**config.mk**
```make
export PLATFORM = sky130hd
export DESIGN_NAME = tdp_regs
export DESIGN_NICKNAME = d
export VERILOG_FILES = /design/src/rtl/tdp_pkg.sv /design/src/rtl/tdp_cfg_byte.sv /design/src/rtl/tdp_regs.sv
export SDC_FILE = /design/constraint.sdc
export NUM_CORES = 1
export LEC_CHECK = 0
export BUFFER_PORTS_ARGS = -buffer_cell sky130_fd_sc_hd__buf_2
export CAP_MARGIN = 10
export CORE_UTILIZATION = 51
export CTS_BUF_LIST = sky130_fd_sc_hd__clkbuf_8 sky130_fd_sc_hd__clkbuf_16
export CTS_CLUSTER_DIAMETER = 150
export DETAILED_ROUTE_END_ITERATION = 10
export PLACE_DENSITY = 0.77
export SYNTH_ARGS = -nofsm -noshare
export SYNTH_HDL_FRONTEND = slang
export SYNTH_HIERARCHICAL = 1
export SYNTH_SLANG_ARGS = --single-unit
```
**constraint.sdc**
```tcl
create_clock -name sys_clk -period 2.5 [get_ports sys_clk]
set_input_delay 0.375 -clock sys_clk [delete_from_list [all_inputs] [get_ports sys_clk]]
set_output_delay 0.375 -clock sys_clk [all_outputs]
set_load 0.005 [all_outputs]
```
**src/rtl/tdp_pkg.sv**
```systemverilog
// ****************************************************************
// Shared constants of the drive and shutdown register slice
// ****************************************************************
package tdp_pkg;

  // ****************************************************************
  // Widths
  // ****************************************************************
  localparam int ADDR_W   = 8;                // Register port address width
  localparam int DATA_W   = 8;                // Register width
  localparam int FIELD_W  = 4;                // One lane drive code width
  localparam int NUM_REGS = 5;                // Registers held by this slice
  localparam int INDEX_W  = 3;                // Width of a register index

  // ****************************************************************
  // Register offsets
  // ****************************************************************
  localparam logic [7:0] ADDR_DRIVE_CODE_BANK2_CH23         = 8'h1b;
  localparam logic [7:0] ADDR_DRIVE_CODE_BANK3_CH01         = 8'h1c;
  localparam logic [7:0] ADDR_DRIVE_CODE_BANK3_CH23         = 8'h1d;
  localparam logic [7:0] ADDR_TRANSMITTER_SHUTDOWN_BANKS01  = 8'h1e;
  localparam logic [7:0] ADDR_TRANSMITTER_SHUTDOWN_BANKS23  = 8'h1f;

  // ****************************************************************
  // Register indexes in the bank
  // ****************************************************************
  localparam logic [2:0] IDX_DRIVE_BANK2_CH23    = 3'h0;
  localparam logic [2:0] IDX_DRIVE_BANK3_CH01    = 3'h1;
  localparam logic [2:0] IDX_DRIVE_BANK3_CH23    = 3'h2;
  localparam logic [2:0] IDX_SHUTDOWN_BANKS01    = 3'h3;
  localparam logic [2:0] IDX_SHUTDOWN_BANKS23    = 3'h4;

  // ****************************************************************
  // Field positions
  // ****************************************************************
  localparam int LOW_LANE_LSB   = 0;          // Even channel drive code
  localparam int HIGH_LANE_LSB  = 4;          // Odd channel drive code
  localparam int LOW_BANK_LSB   = 0;          // Shutdown bits of lower bank
  localparam int HIGH_BANK_LSB  = 4;          // Shutdown bits of upper bank

  // ****************************************************************
  // Reset values and code range
  // ****************************************************************
  localparam logic [3:0] DRIVE_CODE_RESET = 4'h8;      // Only the top bit set
  localparam logic [7:0] DRIVE_REG_RESET  = 8'h88;     // Two lanes at mid drive
  localparam logic [7:0] SHUTDOWN_RESET   = 8'h00;     // All transmitters on
  localparam logic [3:0] DRIVE_CODE_MIN   = 4'h0;      // Smallest swing
  localparam logic [3:0] DRIVE_CODE_MAX   = 4'hf;      // Largest swing
  localparam logic [7:0] UNMAPPED_READ    = 8'h00;     // Answer to a foreign offset

  // Reset value of each register, by index
  localparam logic [NUM_REGS-1:0][7:0] REG_RESET =
    {SHUTDOWN_RESET, SHUTDOWN_RESET, DRIVE_REG_RESET, DRIVE_REG_RESET, DRIVE_REG_RESET};

endpackage

```
**src/rtl/tdp_cfg_byte.sv**
```systemverilog
`timescale 1ns/1ps
// ****************************************************************
// One writable configuration byte with its own reset value
// ****************************************************************
module tdp_cfg_byte
#(
  parameter logic [7:0] RESET_VALUE = 8'h00  // Value after reset
)
(
  input  wire logic                       sys_clk,
  input  wire logic                       sys_rst,
  input  wire logic                       wr_en,
  input  wire logic [tdp_pkg::DATA_W-1:0] wr_data,
  output logic      [tdp_pkg::DATA_W-1:0] value
);
  import tdp_pkg::*;

  // State of the byte
  typedef struct packed
  {
    logic [DATA_W-1:0] value;                 // Stored setting
  } tdp_byte_state_type;

  tdp_byte_state_type state;                  // Registered state
  tdp_byte_state_type next_state;             // Next state

  // ****************************************************************
  // Next value
  // ****************************************************************
  // Store the written byte, hold otherwise
  always_comb
  begin
    next_state = state;
    if (wr_en)
    begin
      next_state.value = wr_data;             // Whole byte, no clamping
    end
  end

  // Register the state
  always_ff @(posedge sys_clk)
  begin
    if (sys_rst)
    begin
      state.value <= RESET_VALUE;
    end
    else
    begin
      state <= next_state;
    end
  end

  assign value = state.value;                 // Straight from the flop

endmodule

```
**src/rtl/tdp_regs.sv**
```systemverilog
`timescale 1ns/1ps
// Operation
// - 0x1B: bank2 ch2 low nibble, ch3 high
// - 0x1C: bank3 ch0 low nibble, ch1 high
// - 0x1D: bank3 ch2 low nibble, ch3 high
// - Drive codes reset to 1000, register 0x88
// - Codes 0 to 15, larger means stronger
// - 0x1E: shutdown bits banks 0 and 1
// - 0x1F: shutdown bits banks 2 and 3
// - Shutdown bits reset to zero
// - Registers reached through the parallel register port
// - Shutdown bit one turns transmitter off
module tdp_regs
(
  input  wire logic                       sys_clk,
  input  wire logic                       sys_rst,
  input  wire logic                       reg_wr,
  input  wire logic                       reg_rd,
  input  wire logic [tdp_pkg::ADDR_W-1:0] reg_addr,
  input  wire logic [tdp_pkg::DATA_W-1:0] reg_wdata,
  output logic      [tdp_pkg::DATA_W-1:0] reg_rdata,
  output logic                            reg_rvalid,
  output logic                            reg_hit,
  output logic      [tdp_pkg::FIELD_W-1:0] drive_code_bank2_ch2,
  output logic      [tdp_pkg::FIELD_W-1:0] drive_code_bank2_ch3,
  output logic      [tdp_pkg::FIELD_W-1:0] drive_code_bank3_ch0,
  output logic      [tdp_pkg::FIELD_W-1:0] drive_code_bank3_ch1,
  output logic      [tdp_pkg::FIELD_W-1:0] drive_code_bank3_ch2,
  output logic      [tdp_pkg::FIELD_W-1:0] drive_code_bank3_ch3,
  output logic      [tdp_pkg::DATA_W-1:0] transmitter_shutdown_lower_banks,
  output logic      [tdp_pkg::DATA_W-1:0] transmitter_shutdown_upper_banks
);
  import tdp_pkg::*;

  // ****************************************************************
  // Address decoding
  // ****************************************************************
  // True when the offset belongs to this slice
  function automatic logic addr_hit(input logic [ADDR_W-1:0] addr);
    addr_hit = (addr >= ADDR_DRIVE_CODE_BANK2_CH23) &&
               (addr <= ADDR_TRANSMITTER_SHUTDOWN_BANKS23);
  endfunction

  // Index of the register at an offset, zero when foreign
  function automatic logic [INDEX_W-1:0] addr_index(input logic [ADDR_W-1:0] addr);
    logic [ADDR_W-1:0] diff;
    diff = addr - ADDR_DRIVE_CODE_BANK2_CH23;
    if (addr_hit(addr))
    begin
      addr_index = diff[INDEX_W-1:0];
    end
    else
    begin
      addr_index = '0;
    end
  endfunction

  // ****************************************************************
  // Register bank
  // ****************************************************************
  logic [DATA_W-1:0]   reg_value [NUM_REGS];  // Current register contents
  logic [NUM_REGS-1:0] reg_write;             // Per register write strobe
  logic                wr_hit;                // Write lands in this slice
  logic [INDEX_W-1:0]  wr_index;              // Register being written

  assign wr_hit   = reg_wr && addr_hit(reg_addr);
  assign wr_index = addr_index(reg_addr);

  // One byte per offset, each with its own reset value
  genvar i;
  generate
    for (i = 0; i < NUM_REGS; i++)
    begin : g_reg
      assign reg_write[i] = wr_hit && (wr_index == INDEX_W'(i));
      tdp_cfg_byte
      #(
        .RESET_VALUE (REG_RESET[i])
      )
      u_byte
      (
        .sys_clk (sys_clk),
        .sys_rst (sys_rst),
        .wr_en   (reg_write[i]),
        .wr_data (reg_wdata),
        .value   (reg_value[i])
      );
    end
  endgenerate

  // ****************************************************************
  // Lane controls, straight from the register flops
  // ****************************************************************
  // Full four-bit code is passed on, 0 weakest and 15 strongest
  assign drive_code_bank2_ch2 =
    reg_value[IDX_DRIVE_BANK2_CH23][LOW_LANE_LSB +: FIELD_W];
  assign drive_code_bank2_ch3 =
    reg_value[IDX_DRIVE_BANK2_CH23][HIGH_LANE_LSB +: FIELD_W];
  assign drive_code_bank3_ch0 =
    reg_value[IDX_DRIVE_BANK3_CH01][LOW_LANE_LSB +: FIELD_W];
  assign drive_code_bank3_ch1 =
    reg_value[IDX_DRIVE_BANK3_CH01][HIGH_LANE_LSB +: FIELD_W];
  assign drive_code_bank3_ch2 =
    reg_value[IDX_DRIVE_BANK3_CH23][LOW_LANE_LSB +: FIELD_W];
  assign drive_code_bank3_ch3 =
    reg_value[IDX_DRIVE_BANK3_CH23][HIGH_LANE_LSB +: FIELD_W];

  // A one bit shuts that lane's transmitter off
  assign transmitter_shutdown_lower_banks = reg_value[IDX_SHUTDOWN_BANKS01];
  assign transmitter_shutdown_upper_banks = reg_value[IDX_SHUTDOWN_BANKS23];

  // ****************************************************************
  // Read answer
  // ****************************************************************
  // State of the read side
  typedef struct packed
  {
    logic [DATA_W-1:0] rdata;                 // Read data
    logic              rvalid;                // Read answer strobe
    logic              hit;                   // Read offset was ours
  } tdp_read_state_type;

  tdp_read_state_type state;                  // Registered state
  tdp_read_state_type next_state;             // Next state

  // Answer a read one cycle later, old value on same cycle write
  always_comb
  begin
    next_state        = state;
    next_state.rvalid = reg_rd;
    next_state.hit    = reg_rd && addr_hit(reg_addr);
    if (reg_rd && addr_hit(reg_addr))
    begin
      next_state.rdata = reg_value[addr_index(reg_addr)];
    end
    else if (reg_rd)
    begin
      next_state.rdata = UNMAPPED_READ;       // Foreign offset
    end
  end

  // Register the read state
  always_ff @(posedge sys_clk)
  begin
    if (sys_rst)
    begin
      state.rdata  <= UNMAPPED_READ;
      state.rvalid <= 1'b0;
      state.hit    <= 1'b0;
    end
    else
    begin
      state <= next_state;
    end
  end

  assign reg_rdata  = state.rdata;
  assign reg_rvalid = state.rvalid;
  assign reg_hit    = state.hit;
endmodule

```
=== Yosys cells after proc, flatten, opt, wreduce, memory -nomap -nowiden ===
Index checks and enable logic that the tools add are counted.
Widths: inputs -> output; s select.

* Add/subtract/negate cells: 1
* $lt $le $gt $ge: 3
* Equal/unequal tests: 4
* Mux-type cells: 7
* Bitwise operators: 1
* Reductions and logical operators: 10

{| class="wikitable"
|+ Operators by type and width
! cell !! number
|-
| $mux 8 || 4
|-
| $bmux 8 s3 || 1
|-
| $ge 8x5->1 const B || 1
|-
| $le 8x5->1 const B || 1
|-
| $logic_and 1x1->1 || 8
|-
| $eq 3x2->1 const B || 2
|-
| $mux 3 || 2
|-
| $ge 4x4->1 const B || 1
|-
| $not 3->4 || 1
|-
| $eq 3x1->1 const B || 1
|-
| $eq 3x3->1 const B || 1
|-
| $logic_not 3->1 || 1
|-
| $sub 3x2->3 const B || 1
|-
| $reduce_bool 2->1 || 1
|}

* Flip-flop bits (word level): 50
* Bits of input ports: 20

=== Longest topological paths before layout ===
Gate-level depths: netlist of the first run.

* Word-level depth: 9
* Gate-level depth with buffers: 8
* Mapped depth without buffers: 6

=== By module ===
Netlist of the first run, hierarchy kept.

{| class="wikitable"
|+ Modules (own cells, without submodules)
! module !! instances !! cells an instance !! area an instance (um2) !! sequential area each (um2)
|-
| tdp_cfg_byte (g_reg[0].u_byte ...) || 3 || 26 || 292.8 || 160.2
|-
| tdp_regs || 1 || 102 || 833.3 || 200.2
|-
| tdp_cfg_byte (g_reg[3].u_byte ...) || 2 || 26 || 285.3 || 160.2
|}

=== Least setup slack after synthesis of the first run ===
OpenSTA, ideal clock, no wires.

* Path type: in2reg
* Start: input port reg_addr[0] (netlist name)
* End: register g_reg[3].u_byte/value[0] (netlist name)
* Library setup time: 0.124 ns
* Data arrival time: 2.003 ns
* Required time: 2.376 ns
* Path slack: 0.373 ns
* Stages on the path: 7
* Cell sequence: ha_1 clkbuf_1 clkbuf_1 nor3b_1 buf_6 mux2i_1 nor2_1

* Word-level cells in the longest chain between the ends: 5
* Elaborated cells between the ends (all ways): 8
* Classes of those cells: 1 x add/sub; 2 x order compare; 1 x eq/ne; 1 x mux; 3 x reduce/logical

{| class="wikitable"
|+ Ends and longest elaborated chain
! what !! line !! RTL
|-
| start, declared || tdp_regs.sv:19 || <nowiki>input wire logic [tdp_pkg::ADDR_W-1:0] reg_addr,</nowiki>
|-
| $ge 8x5->1 or $le 8x5->1 (tied branches) || tdp_regs.sv:40, tdp_regs.sv:41 ||
|-
| $logic_and 1x1->1 || tdp_regs.sv:40 || <nowiki>addr_hit = (addr >= ADDR_DRIVE_CODE_BANK2_CH23) &&</nowiki>
|-
| $mux 3 || tdp_regs.sv:48 || <nowiki>if (addr_hit(addr))</nowiki>
|-
| $eq 3x2->1 || tdp_regs.sv:74 || <nowiki>assign reg_write[i] = wr_hit && (wr_index == INDEX_W'(i));</nowiki>
|-
| $logic_and 1x1->1 (*) || tdp_regs.sv:74 ||
|-
| named net reg_write[3] || tdp_regs.sv:62 || <nowiki>logic [NUM_REGS-1:0] reg_write;</nowiki>
|}

Mark *: on every way through the listed nets, which the timed path passes. The rest lies on a longest branch.
A chain may end at the register's enable or synchronous reset.

=== Final worst setup path of the first run ===
* Start: input port reg_addr[5] (netlist name)
* End: register state (netlist bit reg_rdata[3])

* Word-level cells in the longest chain between the ends: 9
* Elaborated cells between the ends (all ways): 12
* Classes of those cells: 2 x order compare; 6 x mux; 1 x bitwise; 3 x reduce/logical

{| class="wikitable"
|+ Ends and longest elaborated chain
! what !! line !! RTL
|-
| $ge 8x5->1 or $le 8x5->1 (tied branches) || tdp_regs.sv:40, tdp_regs.sv:41 ||
|-
| $logic_and 1x1->1 (*) || tdp_regs.sv:40 ||
|-
| $mux 3 || tdp_regs.sv:48 ||
|-
| $mux 3 || tdp_regs.sv:131 || <nowiki>if (reg_rd && addr_hit(reg_addr))</nowiki>
|-
| $not 3->4 (not written as such) || tdp_regs.sv:133 || <nowiki>next_state.rdata = reg_value[addr_index(reg_addr)];</nowiki>
|-
| $bmux 8 s3 || tdp_regs.sv:133 ||
|-
| $mux 8 (not written as such) (2 in a row) || tdp_regs.sv:133 ||
|-
| $mux 8 || tdp_regs.sv:131 ||
|-
| end signal, assigned || tdp_regs.sv:152 || <nowiki>state <= next_state;</nowiki>
|-
| end, declared || tdp_regs.sv:122 || <nowiki>tdp_read_state_type state;</nowiki>
|}

Mark *: on every way between the ends. The rest lies on a longest branch, timed or not. The select of a mux whose other input is x is not followed.

==> results of run 1 <==
==> placed cells by master, fill, tap and decap left out, types with 4 or more instances in the layout <==
cell and instances:
a211o_1 6, a21oi_1 4, a31oi_1 8, buf_2 69, buf_4 8, clkbuf_8 7
dfxtp_1 50, mux2i_1 39, nor2_1 41, nor2b_1 12, nor2b_2 6, nor4b_1 4
o21ai_1 4, o22ai_1 4
==> routing by layer <==
layer,up-vias,GRT usage,wire (um)
met5,-,0,0
met4,0,0.0867,91
met3,9,0.0444,286
met2,60,0.390,2500
met1,878,0.340,2580
li1,955,-,-
==> cell type report <==
| type | instances | share of cell area |
|---|---|---|
| timing repair buffer | 77 | 0.148 |
| tap | 50 | 0.0228 |
| clock inverter | 1 | 0.00319 |
| multi-input combinational | 163 | 0.424 |
| clock buffer | 7 | 0.0351 |
| sequential | 50 | 0.364 |
| inverter | 2 | 0.00273 |
==> final timing paths <==
| kind | startpoint | endpoint | slack, ns | depth (start not counted) |
|---|---|---|---|---|
| worst max-delay path | reg_addr[5] | reg_rdata[3] | 0.54 | 5 |
| worst min-delay path | sys_rst | reg_rvalid | 0.33 | 2 |
| worst max register to register | g_reg[2].u_byte/value[4] | reg_rdata[4] | 1.17 | 4 |
| worst min register to register | g_reg[1].u_byte/value[2] | g_reg[1].u_byte/value[2] | 0.52 | 2 |
==> worst register-to-register path: cells and delay by family, from the launching register on <==
family          cells  cell delay, ns
fa+ha+maj           1            0.34
simple gates        2            0.35
flops               1            0.36
compound gates      1            0.20
==> registers in the layout, indices dropped and copies added, names as in the netlist <==
register,cells
reg_rdata,8
reg_rvalid,1
g.u_byte/value,40
reg_hit,1
==> power by group through the flow <==
| stage | Clock [mW] | Sequential (mW) | Combinational (mW) |
|---|---|---|---|
| 6_report | 0.516 | 0.799 | 0.112 |
| 3_3_place_gp | 0 | 0.818 | 0.109 |
| 4_1_cts | 0.525 | 0.799 | 0.110 |
| 5_1_grt | 0.559 | 0.800 | 0.121 |
| 3_5_place_dp | 0 | 0.818 | 0.110 |
| 2_1_floorplan | 0 | 0.818 | 0.0640 |
==> logic make-up after synthesis <==
family / share of synthesized area
mux: 0.181
simple gates: 0.194
fa+ha+maj: 0.0143
buf+inv: 0.0510
flops: 0.439
compound gates: 0.118
xor+xnor: 0.00384
==> metrics by stage <==
step                setup WS (ns)  std cells  instance area (sq um)   util
finish                      0.543        350                   2750  0.663
global route                0.434        350                   2750  0.663
CTS                         0.563        350                   2750  0.663
detailed placement          0.215        342                   2640  0.637
global placement            0.271        342                   2640  0.637
floorplan                   0.373        232                   2280      -
==> qor.csv, run 1 <==
metric;value;unit
Post-DP HPWL;3990;um
EDFF count, synth;0;
Max-slew headroom;0.609;
first-pass GRT wire length;8490;um
initial drt markers;98;
Post-Syn Instances;232;
worst path bufs/invs;1;
CP max stage cell;or4b_4;
kind of critical path;input pin to flop;
Final Setup Violations;0;
CP Capture Type;flop;
fill cell count;354;
multi-input logic area;1160;sq um
Die ar.;4750;sq um
top post-synthesis cells by area;dfxtp_1 44%, mux2i_1 17%, nor2_1 6.7%;
Setup Total Neg Slack;0;ns
drt drc;0;
die height;68.9;um
CTS buffer count;5;
Arrival @ worst endpoint;2.13;ns
Max Clk Rate;511;MHz
row cnt;23;
pin count of the biggest net entering global routing;49;
CTS Buffer Depth;2;
clock slew at reported path FFs;0.10;ns
Port Buffers;69;
Period Utilization, post-route;0.783;
vias per std cell;5.43;
cell taking the most area after synthesis;dfxtp_1;
antenna cell count;0;
clk sink count;50;
vias in the first global route;1742;
Total GRT Usage;0.248;
Critical Path, Cell by Cell;buf_2, or4b_4, or2_1, a2111oi_0, o22ai_1;
Sequential Area;1000;sq um
cell with the most instances after synthesis;dfxtp_1;
final hold violations;0;
worst path required time;2.67;ns
io pins;70;
Reg power frac;0.560;
CTS resizes;0;
Comb power frac;0.079;
Core ar.;4140;sq um
RePlAce Congestion;0.812;
Synth top cells by count;50 x dfxtp_1, 41 x nor2_1, 39 x mux2i_1;
wire per inst;15.6;um
Final nets;320;
total gr overflow;0;
Pins Over Slew Limit;0;
tightest hold margin;0.328;ns
leakage;1.15;nW
Starting Density;0.551;
Int Power;1.09;mW
DR vias;1902;
average cell area after synthesis;9.84;sq um
CTS tree;yes;
Detail Route Antenna Nets;0;
Post-CTS Setup Inserts;0;
H-tree levels;2;
post-synth top area share;0.439;
CP peak stage delay;0.58;ns
Synth Flop Type;dfxtp_1;
CP max FO;6;
status;completed;
Clock Power Share;0.362;
area grow syn2layout;20.3;%
Synth warnings;6;
Sw Share;0.236;
worst vdd ir;310;uV
initial antenna violation count;0;
post-synthesis sequential area ratio;0.439;
Tot Pwr;1.43;mW
RSZ-0062 raised after global routing;no;
Psw;0.336;mW
Pwr Density;520;nW/um^2
Top delay family on crit path;simple AND/OR/NAND/NOR gates;
Cell variety after synth;34;
asr flop ratio synth;0;
hold crit path type;input pin to flop;
min Tclk post-route;1.96;ns
share of post-route cells with drive strength above 1;0.317;
Final Skew;0.0107;ns
worst skew pair latency;0.31;ns
Yosys reg bits;50;
maxcap violations;0;
width of the die;68.9;um
Worst Tran Pin Value;0.571;ns
Root Driver;clkbuf_8;
Hold Buf Count CTS;0;
Mapped Nets;253;
Mapped Area;2280;sq um
CP startpoint kind;input pin;
drt total wl;5450;um
DRT Pass-1 Iters;4;
Note: power is estimated with default switching activity, not from simulation.
==> run 2: changes to the inputs <==
clock period = 1.9 ns   (was 2.5 ns; I/O delays follow)
==> run 2 against run 1 <==
Worst hold slack got worse by 0.12 ns; sequential share of layout area shrank 0.72 points; die area stayed put; wire length is 1.5% lower; cell area grew 2.0%; critical endpoint unchanged.
==> qor.csv, run 2 (synthesized netlist as in run 1, its figures left out) <==
metric;value;unit;change
status;completed;;
H-tree levels;2;;unchanged
wire per inst;15.0;um;-3.4%
clk sink count;50;;unchanged
DRT Pass-1 Iters;4;;unchanged
Hold EP;reg_rvalid;;
CTS buffer count;5;;unchanged
Post-DP HPWL;3980;um;-0.15%
width of the die;68.9;um;unchanged
Port Buffers;69;;unchanged
kind of critical path;input pin to flop;;
leakage;1.19;nW;+2.9%
die height;68.9;um;unchanged
Util after Layout;0.676;;+0.0133
CP Capture Type;flop;;
CP max stage cell;or4b_4;;
total gr overflow;0;;unchanged
Total GRT Usage;0.244;;-0.00423
Critical Path, Cell by Cell;buf_2, or4b_4, or2_1, a2111oi_0, o22ai_1;;
CP startpoint kind;input pin;;
Pins Over Slew Limit;0;;unchanged
fill cell count;350;;-1.1%
Sw Share;0.240;;+0.00396
min Tclk post-route;1.68;ns;
Comb power frac;0.087;;+0.008
Reg2Reg Depth;4;;unchanged
worst vdd ir;593;uV;+91%
hold_sp;sys_rst;;
area grow syn2layout;22.8;%;
Post-CTS Setup Inserts;0;;unchanged
antenna cell count;0;;unchanged
initial drt markers;81;;-17%
io pins;70;;unchanged
Final Setup Violations;0;;unchanged
CP peak stage delay;0.56;ns;-0.02 ns
Clock Power Share;0.324;;-0.038
Pwr Density;637;nW/um^2;+23%
Final nets;328;;+2.5%
Psw;0.427;mW;+27%
Root Driver;clkbuf_8;;
CTS resizes;0;;unchanged
RSZ-0062 raised after global routing;no;;
Max-slew headroom;0.671;;+0.0615
final hold violations;0;;unchanged
Top reg by flops;g.u_byte/value;;
pin count of the biggest net entering global routing;49;;unchanged
drt drc;0;;unchanged
Worst R2R Setup Slack;0.55;ns;-0.62 ns
Final Skew;0.00758;ns;-0.00316 ns
Tot Pwr;1.78;mW;+25%
Top delay family on crit path;simple AND/OR/NAND/NOR gates;;
worst path bufs/invs;1;;unchanged
maxcap violations;0;;unchanged
clock slew at reported path FFs;0.09;ns;about the same
most frequent cells in the layout;69 x buf_2, 50 x dfxtp_1, 41 x nor2_1, 39 x mux2i_1, 15 x buf_4;;
drt total wl;5370;um;-1.5%
vias in the first global route;1716;;-1.5%
share of post-route cells with drive strength above 1;0.332;;+0.0156
Sequential Area;1000;sq um;unchanged
multi-input logic area;1170;sq um;+0.64%
Cells on Worst Hold Path;2;;unchanged
vias per std cell;5.42;;-0.21%
hold crit path type;input pin to flop;;
DR vias;1936;;+1.8%
max reg flops;40;;unchanged
Detail Route Antenna Nets;0;;unchanged
Core ar.;4140;sq um;unchanged
row cnt;23;;unchanged
Hold Buf Count CTS;0;;unchanged
Reg power frac;0.589;;+0.029
RePlAce Congestion;0.821;;+1.1%
CP max FO;3;;-3
reg2reg end;reg_rdata[4];;
leading cell type in the layout, fill and taps excluded;buf_2;;
worst path required time;2.08;ns;-0.59 ns
reg-to-reg startpoint;g_reg[2].u_byte/value[4];;
Int Power;1.36;mW;+24%
worst skew pair latency;0.30;ns;about the same
CTS tree;yes;;
initial antenna violation count;0;;unchanged
Period Utilization, post-route;0.884;;
Worst Tran Pin Value;0.494;ns;-0.0774 ns
CTS Buffer Depth;2;;unchanged
Max Clk Rate;595;MHz;
Die ar.;4750;sq um;unchanged
Arrival @ worst endpoint;1.86;ns;-0.27 ns
first-pass GRT wire length;8250;um;-2.8%
Setup Total Neg Slack;0;ns;unchanged
Starting Density;0.551;;unchanged
==> run 2: cell types whose count changed in the layout (fill, tap and decap cells not counted) <==
cell        before  now
clkinv_4         1    0
clkinvlp_4       0    1
nand2b_4         0    1
buf_12           0    1
clkbuf_8         7    5
inv_1            2    3
buf_4            8   15
nand2b_1         1    0
==> run 2: worst max-delay path by stage <==
stage / start / endpoint / cells after the start
2_1_floorplan: reg_addr[5] / g_reg[4].u_byte/value[0] / 7
3_3_place_gp: reg_addr[5] / reg_rdata[2] / 5
3_5_place_dp: reg_addr[5] / reg_rdata[2] / 5
4_1_cts: reg_addr[5] / reg_rdata[3] / 5
5_1_grt: reg_addr[5] / reg_rdata[2] / 5
6_report: reg_addr[5] / reg_rdata[3] / 5
==> run 2: area by class of cell <==
cell class              count  area share
well taps                  50      0.0223
clock inverters             2     0.00402
clock buffers               5      0.0246
multi-input cells         163       0.418
inverters                   2     0.00268
repair buffers             85       0.171
flip-flops and latches     50       0.357
==> run 2: per-layer routing <==
metal | vias to the layer above | routed length [um] | global-route usage
met5 | - | 0 | 0
met2 | 61 | 2360 | 0.357
li1 | 972 | - | -
met3 | 9 | 274 | 0.0625
met4 | 0 | 79 | 0.0842
met1 | 894 | 2650 | 0.344
==> run 2: stage by stage <==
stage | setup WS [ns] | cells | area (sq um) | hold slack, ns
floorplan | 0.000611 | 232 | 2290 | 0.407
global placement | 0.0218 | 350 | 2720 | 0.495
detailed placement | -0.0504 | 350 | 2720 | 0.509
CTS | 0.272 | 357 | 2800 | 0.191
global route | 0.0789 | 357 | 2800 | 0.208
finish | 0.220 | 357 | 2800 | 0.209
==> run 2: power groups by stage <==
stage / combinational (mW) / clock (mW) / sequential (mW)
after floorplan: 0.0881 / 0 / 1.08
after global placement: 0.153 / 0 / 1.08
after detailed placement: 0.152 / 0 / 1.08
after CTS: 0.152 / 0.598 / 1.05
after global routing: 0.168 / 0.635 / 1.05
final: 0.154 / 0.578 / 1.05
==> run 2: worst register-to-register path, cell delays in order (launching register included) <==
cell and delay, ns:
dfxtp_1 0.34, and3b_1 0.18, maj3_1 0.35, and2_1 0.16, o32ai_1 0.23
